## src/hdl/i2c_collision_pkg.sv

```systemverilog
package i2c_collision_pkg;

	// register byte addresses on the bus
	localparam logic [7:0] ADDR_INT_EN_ONE   = 8'h00;
	localparam logic [7:0] ADDR_INT_EN_TWO   = 8'h04;
	localparam logic [7:0] ADDR_INT_FLAGS_ONE = 8'h08;
	localparam logic [7:0] ADDR_INT_FLAGS_TWO = 8'h0c;
	localparam logic [7:0] ADDR_BAUD_RELOAD  = 8'h10;
	localparam logic [7:0] ADDR_DATA_BUFFER  = 8'h14;
	localparam logic [7:0] ADDR_CONTROL_ONE  = 8'h18;
	localparam logic [7:0] ADDR_CONTROL_TWO  = 8'h1c;
	localparam logic [7:0] ADDR_CONTROL_THREE = 8'h20;
	localparam logic [7:0] ADDR_ADDRESS_MASK = 8'h24;
	localparam logic [7:0] ADDR_STATUS       = 8'h28;

	// field positions
	localparam int PORT_EVENT_BIT    = 3;
	localparam int BUS_COLLISION_BIT = 3;
	localparam int START_BIT         = 0;
	localparam int RESTART_BIT       = 1;
	localparam int STOP_BIT          = 2;
	localparam int STATUS_STOP_BIT   = 4;
	localparam int STATUS_START_BIT  = 3;

	// reset values
	localparam logic [7:0] RESET_BYTE   = 8'h00;
	localparam logic [7:0] RESET_RELOAD = 8'h13;

	// bus clock = hclk / ((reload + 1) * 2); CLOCK_DIVISOR is unused
	localparam int CLOCK_DIVISOR = 4;

	typedef enum {
		ST_IDLE,
		ST_START_HOLD,
		ST_START_LOW,
		ST_RS_RELEASE,
		ST_RS_SCL_WAIT,
		ST_RS_HOLD,
		ST_RS_LOW,
		ST_STOP_SDA,
		ST_STOP_SCL_WAIT,
		ST_STOP_HOLD,
		ST_STOP_CHECK,
		ST_WATCH
	} cond_state_t;

	typedef struct packed {
		logic scl;
		logic sda;
	} bus_lines_t;

	typedef struct packed {
		logic       sel;
		logic       write;
		logic [7:0] addr;
	} ahb_phase_t;

	typedef struct packed {
		cond_state_t state;
		ahb_phase_t  phase;
		logic [7:0]  int_en_one;
		logic [7:0]  int_en_two;
		logic        port_event_flag;
		logic        bus_collision_flag;
		logic [7:0]  baud_reload_value;
		logic [7:0]  serial_data_buffer;
		logic [7:0]  control_one;
		logic [7:0]  control_two;
		logic [7:0]  control_three;
		logic [7:0]  address_mask;
		logic        stop_seen;
		logic        start_seen;
		logic [7:0]  baud_counter;
		logic        counting;
		logic        sda_low;
		logic        scl_low;
		bus_lines_t  sync1;
		bus_lines_t  sync2;
		bus_lines_t  sync3;
		bus_lines_t  line;
		logic [31:0] rdata;
	} state_t;

endpackage

```

## src/hdl/i2c_master_collision_brg.sv

```systemverilog
`timescale 1ns/10ps
// Behaviour
// start with either line already low aborts, flags collision, goes to watch state
// clock low while data still released during start flags collision
// start begins released; data high loads and runs baud counter
// data low during first start count resets counter, drives data low now
// data high through first count: drive data low, reload, then clock low
// clock low during second start count is not a collision
// restart releases data, counts, releases clock; data low at clock high collides
// restart reloads counter; data falling before expiry is not a collision
// restart clock falling before expiry with data undriven flags collision
// restart both high at expiry: data low, reload, then clock low always
// stop drives data low, releases clock, counts, then checks data high
// stop clock low before data released flags collision
// baud counter reloads from register and starts on buffer write
// operation end stops the counter and holds clock at its last level
// reload twice per bus clock period: rate is hclk/((reload+1)*2)
// software must not load reload values 0x00, 0x01 or 0x02
// any collision aborts the condition, releases lines, clears its request
// after a collision, a bus stop condition sets the port event flag
// collision flag is sticky until cleared and interrupts when enabled
module i2c_master_collision_brg (
	input  wire logic        hclk,
	input  wire logic        hresetn,
	input  wire logic        hsel,
	input  wire logic [31:0] haddr,
	input  wire logic [1:0]  htrans,
	input  wire logic        hwrite,
	input  wire logic [2:0]  hsize,
	input  wire logic        hready,
	input  wire logic [31:0] hwdata,
	output logic      [31:0] hrdata,
	output logic             hreadyout,
	output logic             hresp,
	input  wire logic        scl_in,
	output logic             scl_out,
	output logic             scl_oe,
	input  wire logic        sda_in,
	output logic             sda_out,
	output logic             sda_oe,
	output logic             irq
);
	import i2c_collision_pkg::*;

	state_t r_reg;
	state_t r_next;

	logic       wr_en;
	logic       rd_en;
	logic       expired;
	logic       collide;
	logic [7:0] wbyte;
	logic [7:0] status_byte;
	logic [7:0] flags_one;
	logic [7:0] flags_two;

	assign hreadyout = 1'b1;
	assign hresp     = 1'b0;
	assign hrdata    = r_reg.rdata;
	assign scl_out   = 1'b0;
	assign sda_out   = 1'b0;
	assign scl_oe    = r_reg.scl_low;
	assign sda_oe    = r_reg.sda_low;
	assign irq       = (r_reg.port_event_flag & r_reg.int_en_one[PORT_EVENT_BIT])
		| (r_reg.bus_collision_flag
		& r_reg.int_en_two[BUS_COLLISION_BIT]);

	assign wr_en   = r_reg.phase.sel & r_reg.phase.write;
	assign rd_en   = hsel & hready & htrans[1] & ~hwrite;
	assign wbyte   = hwdata[7:0];
	assign expired = r_reg.counting && (r_reg.baud_counter == 8'h00);

	always_comb begin
		flags_one = 8'h00;
		flags_one[PORT_EVENT_BIT] = r_reg.port_event_flag;
		flags_two = 8'h00;
		flags_two[BUS_COLLISION_BIT] = r_reg.bus_collision_flag;
		status_byte = 8'h00;
		status_byte[STATUS_STOP_BIT]  = r_reg.stop_seen;
		status_byte[STATUS_START_BIT] = r_reg.start_seen;
	end

	always_comb begin
		r_next = r_reg;
		collide = 1'b0;

		// three-stage pin synchroniser, change taken when stages 2 and 3 agree
		r_next.sync1.scl = scl_in;
		r_next.sync1.sda = sda_in;
		r_next.sync2 = r_reg.sync1;
		r_next.sync3 = r_reg.sync2;
		if (r_reg.sync2.scl == r_reg.sync3.scl) begin
			r_next.line.scl = r_reg.sync3.scl;
		end
		if (r_reg.sync2.sda == r_reg.sync3.sda) begin
			r_next.line.sda = r_reg.sync3.sda;
		end

		// bus start/stop detection
		if (r_reg.line.scl && r_next.line.scl) begin
			if (r_reg.line.sda && !r_next.line.sda) begin
				r_next.start_seen = 1'b1;
				r_next.stop_seen  = 1'b0;
			end else if (!r_reg.line.sda && r_next.line.sda) begin
				r_next.stop_seen  = 1'b1;
				r_next.start_seen = 1'b0;
			end
		end

		// baud counter: reload each expiry, twice per bus clock
		if (r_reg.counting) begin
			if (expired) begin
				r_next.baud_counter = r_reg.baud_reload_value;
			end else begin
				r_next.baud_counter = r_reg.baud_counter - 8'h01;
			end
		end

		// register read, sampled in address phase, presented in data phase
		r_next.phase.sel   = hsel & hready & htrans[1];
		r_next.phase.write = hwrite;
		r_next.phase.addr  = haddr[7:0];
		if (hsel & hready & htrans[1]) begin
			r_next.rdata = 32'h0000_0000;
		end
		if (rd_en) begin
			case (haddr[7:0])
			ADDR_INT_EN_ONE:    r_next.rdata[7:0] = r_reg.int_en_one;
			ADDR_INT_EN_TWO:    r_next.rdata[7:0] = r_reg.int_en_two;
			ADDR_INT_FLAGS_ONE: r_next.rdata[7:0] = flags_one;
			ADDR_INT_FLAGS_TWO: r_next.rdata[7:0] = flags_two;
			ADDR_BAUD_RELOAD:   r_next.rdata[7:0] = r_reg.baud_reload_value;
			ADDR_DATA_BUFFER:   r_next.rdata[7:0] = r_reg.serial_data_buffer;
			ADDR_CONTROL_ONE:   r_next.rdata[7:0] = r_reg.control_one;
			ADDR_CONTROL_TWO:   r_next.rdata[7:0] = r_reg.control_two;
			ADDR_CONTROL_THREE: r_next.rdata[7:0] = r_reg.control_three;
			ADDR_ADDRESS_MASK:  r_next.rdata[7:0] = r_reg.address_mask;
			ADDR_STATUS:        r_next.rdata[7:0] = status_byte;
			default:            r_next.rdata = 32'h0000_0000;
			endcase
		end

		// reading a flag register clears its sticky flag, a set below wins
		if (rd_en && haddr[7:0] == ADDR_INT_FLAGS_ONE) begin
			r_next.port_event_flag = 1'b0;
		end
		if (rd_en && haddr[7:0] == ADDR_INT_FLAGS_TWO) begin
			r_next.bus_collision_flag = 1'b0;
		end

		// register write in data phase
		if (wr_en) begin
			case (r_reg.phase.addr)
			ADDR_INT_EN_ONE:    r_next.int_en_one = wbyte;
			ADDR_INT_EN_TWO:    r_next.int_en_two = wbyte;
			ADDR_INT_FLAGS_ONE: r_next.port_event_flag = wbyte[PORT_EVENT_BIT];
			ADDR_INT_FLAGS_TWO:
				r_next.bus_collision_flag = wbyte[BUS_COLLISION_BIT];
			ADDR_BAUD_RELOAD:   r_next.baud_reload_value = wbyte;
			ADDR_DATA_BUFFER: begin
				r_next.serial_data_buffer = wbyte;
				r_next.baud_counter = r_reg.baud_reload_value;
				r_next.counting = 1'b1;
			end
			ADDR_CONTROL_ONE:   r_next.control_one = wbyte;
			ADDR_CONTROL_TWO:   r_next.control_two = wbyte;
			ADDR_CONTROL_THREE: r_next.control_three = wbyte;
			ADDR_ADDRESS_MASK:  r_next.address_mask = wbyte;
			default: begin
			end
			endcase
		end

		// condition sequencer
		case (r_reg.state)
		ST_IDLE, ST_WATCH: begin
			if (r_reg.state == ST_WATCH && r_next.stop_seen
				&& !r_reg.stop_seen) begin
				r_next.port_event_flag = 1'b1;
				r_next.state = ST_IDLE;
			end
			if (r_next.control_two[START_BIT]) begin
				r_next.sda_low = 1'b0;
				r_next.scl_low = 1'b0;
				if (!r_reg.line.sda || !r_reg.line.scl) begin
					collide = 1'b1;
				end else begin
					r_next.baud_counter = r_reg.baud_reload_value;
					r_next.counting = 1'b1;
					r_next.state = ST_START_HOLD;
				end
			end else if (r_next.control_two[RESTART_BIT]) begin
				r_next.sda_low = 1'b0;
				r_next.counting = 1'b0;
				r_next.state = ST_RS_RELEASE;
			end else if (r_next.control_two[STOP_BIT]) begin
				r_next.sda_low = 1'b1;
				r_next.state = ST_STOP_SDA;
			end
		end
		ST_START_HOLD: begin
			if (!r_reg.line.scl && r_reg.line.sda) begin
				collide = 1'b1;
			end else if (!r_reg.line.sda || expired) begin
				r_next.sda_low = 1'b1;
				r_next.baud_counter = r_reg.baud_reload_value;
				r_next.counting = 1'b1;
				r_next.state = ST_START_LOW;
			end
		end
		ST_START_LOW: begin
			// clock low here is ignored
			if (expired) begin
				r_next.scl_low = 1'b1;
				r_next.counting = 1'b0;
				r_next.control_two[START_BIT] = 1'b0;
				r_next.port_event_flag = 1'b1;
				r_next.state = ST_IDLE;
			end
		end
		ST_RS_RELEASE: begin
			if (r_reg.line.sda && !r_reg.counting) begin
				r_next.baud_counter = r_reg.baud_reload_value;
				r_next.counting = 1'b1;
			end else if (expired) begin
				r_next.scl_low = 1'b0;
				r_next.counting = 1'b0;
				r_next.state = ST_RS_SCL_WAIT;
			end
		end
		ST_RS_SCL_WAIT: begin
			if (r_reg.line.scl) begin
				if (!r_reg.line.sda) begin
					collide = 1'b1;
				end else begin
					r_next.baud_counter = r_reg.baud_reload_value;
					r_next.counting = 1'b1;
					r_next.state = ST_RS_HOLD;
				end
			end
		end
		ST_RS_HOLD: begin
			if (!r_reg.line.scl) begin
				collide = 1'b1;
			end else if (expired) begin
				// data falling before here is ignored
				r_next.sda_low = 1'b1;
				r_next.baud_counter = r_reg.baud_reload_value;
				r_next.state = ST_RS_LOW;
			end
		end
		ST_RS_LOW: begin
			if (expired) begin
				r_next.scl_low = 1'b1;
				r_next.counting = 1'b0;
				r_next.control_two[RESTART_BIT] = 1'b0;
				r_next.port_event_flag = 1'b1;
				r_next.state = ST_IDLE;
			end
		end
		ST_STOP_SDA: begin
			if (!r_reg.line.sda) begin
				r_next.scl_low = 1'b0;
				r_next.state = ST_STOP_SCL_WAIT;
			end
		end
		ST_STOP_SCL_WAIT: begin
			if (r_reg.line.scl) begin
				r_next.baud_counter = r_reg.baud_reload_value;
				r_next.counting = 1'b1;
				r_next.state = ST_STOP_HOLD;
			end
		end
		ST_STOP_HOLD: begin
			if (!r_reg.line.scl) begin
				collide = 1'b1;
			end else if (expired) begin
				r_next.sda_low = 1'b0;
				r_next.state = ST_STOP_CHECK;
			end
		end
		ST_STOP_CHECK: begin
			if (expired) begin
				r_next.counting = 1'b0;
				if (!r_reg.line.sda) begin
					collide = 1'b1;
				end else begin
					r_next.control_two[STOP_BIT] = 1'b0;
					r_next.port_event_flag = 1'b1;
					r_next.state = ST_IDLE;
				end
			end
		end
		default: r_next.state = ST_IDLE;
		endcase

		if (collide) begin
			r_next.bus_collision_flag = 1'b1;
			r_next.sda_low = 1'b0;
			r_next.scl_low = 1'b0;
			r_next.counting = 1'b0;
			r_next.control_two[START_BIT]   = 1'b0;
			r_next.control_two[RESTART_BIT] = 1'b0;
			r_next.control_two[STOP_BIT]    = 1'b0;
			r_next.state = ST_WATCH;
		end
	end

	always_ff @(posedge hclk or negedge hresetn) begin
		if (!hresetn) begin
			r_reg <= '0;
			r_reg.state <= ST_IDLE;
			r_reg.baud_reload_value <= RESET_RELOAD;
			r_reg.sync1 <= 2'b11;
			r_reg.sync2 <= 2'b11;
			r_reg.sync3 <= 2'b11;
			r_reg.line  <= 2'b11;
		end else begin
			r_reg <= r_next;
		end
	end

endmodule

```

## config.mk

```make
export PLATFORM = sky130hd
export DESIGN_NAME = i2c_master_collision_brg
export DESIGN_NICKNAME = d
export VERILOG_FILES = /design/src/hdl/i2c_collision_pkg.sv /design/src/hdl/i2c_master_collision_brg.sv
export SDC_FILE = /design/constraint.sdc
export NUM_CORES = 1
export LEC_CHECK = 0
export BUFFER_PORTS_ARGS = -buffer_cell sky130_fd_sc_hd__buf_4
export CORE_UTILIZATION = 53
export DETAILED_ROUTE_END_ITERATION = 7
export GPL_TIMING_DRIVEN = 0
export PLACE_DENSITY = 0.77
export SLEW_MARGIN = 20
export SYNTH_ARGS = -nofsm -noshare
export SYNTH_HDL_FRONTEND = slang
export SYNTH_SLANG_ARGS = --single-unit
```

## constraint.sdc

```tcl
create_clock -name hclk -period 4.2 [get_ports hclk]
set_clock_uncertainty 0.05 [all_clocks]
set_input_delay 0.42 -clock hclk [delete_from_list [all_inputs] [get_ports hclk]]
set_output_delay 0.42 -clock hclk [all_outputs]
set_load 0.02 [all_outputs]
```

-- Word level (Yosys, flattened, before mapping)
Index checks and enable logic that the tools add are counted.
W data, S select, Z words.
- add/subtract/negate cells: 1
- equal/unequal tests: 50
- muxes and demuxes: 96
- bitwise operators: 8
- reduce and logical (&&, ||, !) cells: 42
- operator list (kind ; number):
    $mux W32 ; 23
    $pmux W32 S10 ; 1
    $eq A32 B3 Y1 const B ; 4
    $eq A32 B4 Y1 const B ; 4
    $mux W8 ; 12
    $pmux W8 S11 ; 1
    $eq A32 B2 Y1 const B ; 2
    $eq A8 B5 Y1 const B ; 8
    $mux W9 ; 6
    $mux W50 ; 1
    $pmux W8 S6 ; 1
    $ne A3 B3 Y1 const B ; 14
    $eq A8 B6 Y1 const B ; 5
    $mux W1 ; 37
    $eq A32 B1 Y1 const B ; 1
    $eq A32 B5 Y1 const B ; 1
    $eq A8 B4 Y1 const B ; 4
    $logic_not A32 Y1 ; 1
    $logic_not A8 Y1 ; 3
    $mux W24 ; 1
    $mux W10 ; 2
    $reduce_and A2 Y1 ; 9
    $eq A8 B3 Y1 const B ; 2
    $reduce_and A15 Y1 ; 1
    other kinds (24) ; 53
- register bits after elaboration: 161
- input port bits: 76
- output and inout port bits: 39
- logic and storage cells: 228

-- Logic depth before layout (Yosys ltp)
- depth after elaboration: 14
- gate-level depth with buffers: 10
- gate-level depth less buffers: 10

-- Worst setup path before layout
No wires, ideal clock.
- path kind: register to register
- start: reg r_reg[43] in the netlist's numbering
- end: reg r_reg[50] in the netlist's numbering
- arrival time: 2.169 ns
- data required time: 4.023 ns
- path slack: 1.853 ns
- stages on the path, launching flop included: 10
- cells stage by stage: dfrtp_1 inv_1 ha_1 nor4b_4 nand3_2 and4_4 a311oi_4 o211ai_4 nand2_2 mux2_1
- RTL lines (element ; line ; text):
    start, declared ; i2c_master_collision_brg.sv:45 ; state_t r_reg;
    start signal, assigned ; i2c_master_collision_brg.sv:319 ; r_reg <= r_next;

==> summary.txt <==
status - complete, no violations
FF-to-FF path depth - 7
Max IR drop VDD - 0.000382 V
footprint of the multi-input gates - 3180 sq um
total negative slack - 0 ps
clk slew on worst S/H paths - 70 ps
crit-path max FO - 10
die width - 121 microns
starting density of the core - 0.544
slowest stage delay, CP - 530 ps
drt pass-1 iters - 6
most frequent cells in the layout - dfrtp_1, buf_4, nand2_1
final-stage net count - 868
Max-slew headroom - 0.228
antenna cells - 0
first-pass GRT wire length - 31200 microns
buffer and inverter count on the worst path - 1
layout cells sized above 1 - 0.271
routed length per instance - 20.1 microns
Seq/Total Area, Yosys - 0.536
Yosys warnings - 0
pin count of the biggest net entering global routing - 95
synthesized area - 7550 sq um
RSZ-0062 raised after global routing - no
Mapped Cells - 680
initial antenna violation count - 0
Yosys reg bits - 161
Req. time, crit path - 4420 ps
Max stage delay cell, worst path - nor4_1
CP Launch Type - flop
Pwr Density - 394 nW/um^2
final hold violation count - 0
DRC Markers - 0
Tightest Pin Transition - 1160 ps
H-tree depth - 4
GP Congestion - 0.936
drt total wl - 19700 microns
Fillers - 1070
commonest non-fill, non-tap cell in the layout - dfrtp_1
CTS root buf - clkbuf_16
post-synthesis compound-gate area fraction - 0.135
Clock Latency Late Sink - 430 ps
clk sinks - 161
asr flop ratio synth - 1.00
prevailing post-synth register cell - dfrtp_1
fin crit period - 2960 ps
Synth area leaders - dfrtp_1, mux2_2, dfstp_2
Pins Over Slew Limit - 0
die height - 121 microns
Inserted Clock Buffers - 17
Syn Area/Cell - 11.1 sq um
Setup-failing EPs final - 0
main combinational cell family by area after synthesis - simple AND/OR/NAND/NOR gates
mux cell area share after synthesis - 0.0928
Critical Path AT - 3180 ps
vias in the first global route - 5884
worst min-delay path category - input pin to flop
Synth Area in XOR/XNOR - 0
Overflow after GRT - 0
CTS tree - done
synth unique cells - 78
Crit. path cell count - 7
Critical Path, Cell by Cell - nor4_1 > nand3_1 > nor2_1 > clkbuf_1 > o2111ai_1 > nand2_1 > o21ai_0
Total GRT Usage - 0.285
cell taking the most area after synthesis - dfrtp_1
final core occ - 0.646
crit-path leading delay family - simple AND/OR/NAND/NOR gates
post-CTS sizing - 0
crit path kind - flop to flop
max_cap viols - 0
DR vias/cell - 5.99
antenna viol nets, final - 0
CP Capture Type - flop
iteration-0 DRC count of the detailed router - 665
die area - 14700 sq um
Vias - 5873
DP HPWL - 13600 microns
maximum clock path buffer count - 2
FP Rows - 43
register area - 4040 sq um
fmax - 338 MHz
simple-gate area share of the yosys netlist - 0.170
max reg flops - 121
IO buf count - 57
Synth Area in Adders - 0.00663
Area Overhead vs Synth - 18.7%
core box area - 13900 sq um
Pleak - 4.04 nW
EDFF count, synth - 0
Top Ports - 115
worst hold path stage count - 1
post-synth top area share - 0.497
fin crit share - 0.705
-- per-stage QoR --
stage          cell area (sq um)  power, mW  hold WS [ps]  setup slack, ps  instances
6_report                    8960       3.53          52.0             1240        980
5_1_grt                     8960       3.66          36.5             1090        980
3_3_place_gp                8310       1.95           296             1390        947
3_5_place_dp                8350       1.97           297             1260        948
2_1_floorplan               7660       1.85          74.4             1850        710
4_1_cts                     8960       3.54          38.7             1250        980
-- worst register-to-register path: stages (launching register included) --
cell	delay (ps)
dfrtp_1	360
nor4_1	530
nand3_1	340
nor2_1	450
clkbuf_1	490
o2111ai_1	320
nand2_1	120
o21ai_0	150
-- cell families (layout without fill, tap and decap cells) --
kind of cell,after synthesis,after routing
simple gates,236,236
flops,161,161
compound gates,138,138
buf+inv,76,166
mux,63,63
fa+ha+maj,4,4
other cells,2,32
-- layout make-up --
type | instances | area share
well taps | 180 | 0.0251
multi-input cells | 473 | 0.355
plain buffers | 61 | 0.0429
clock buffers | 22 | 0.0540
inverters | 15 | 0.00628
repair buffers | 59 | 0.0528
clock inverters | 9 | 0.0134
flip-flops and latches | 161 | 0.451
-- power breakdown --
group | leakage (nW) | switching (mW) | internal, mW
logic | 1.77 | 0.150 | 0.104
registers | 1.98 | 0.0732 | 1.63
clock network | 0.287 | 0.637 | 0.944
total | 4.04 | 0.860 | 2.67
-- timing repair --
item | CTS | global route
hold buffers | 1 | 0
endpoints found under the setup margin | 0 | 0
hold endpoints to repair | 66 | 0
setup buffers | 0 | 0
-- layer usage --
| layer | track usage | vias to the layer above | part of all wire |
|---|---|---|---|
| met4 | 0.0972 | 0 | 0.016 |
| met3 | 0.0569 | 30 | 0.081 |
| met2 | 0.451 | 272 | 0.47 |
| met1 | 0.390 | 2928 | 0.43 |
| li1 | - | 2643 | - |
| met5 | 0 | - | 0 |
-- worst paths after layout --
check,start,endpoint,slack (ps)
max,r_reg[134],r_reg[44],1240
min,sda_in,r_next[36],50
max reg2reg,r_reg[134],r_reg[44],1240
min reg2reg,r_next[37],r_next[35],300
max in group asynchronous,hresetn,r_reg[34],2720
min in group asynchronous,hresetn,hrdata[0],500
-- synthesized netlist by cell type, types with 4 or more instances --
master and number:
a21o_1 6, a21oi_1 22, a222oi_1 14, a22oi_1 9, a31oi_1 9, and2_1 31
and3_1 5, buf_2 7, buf_4 37, clkbuf_1 16, dfrtp_1 150, dfstp_2 11
ha_1 4, inv_1 13, mux2_2 55, mux2i_1 7, nand2_1 67, nand2b_1 6
nand3_1 20, nand4_1 5, nor2_1 38, nor2b_1 5, nor3_1 15, nor4_1 13
o21ai_0 29, o22ai_1 7
No activity file was read; power rests on OpenSTA's default activity.
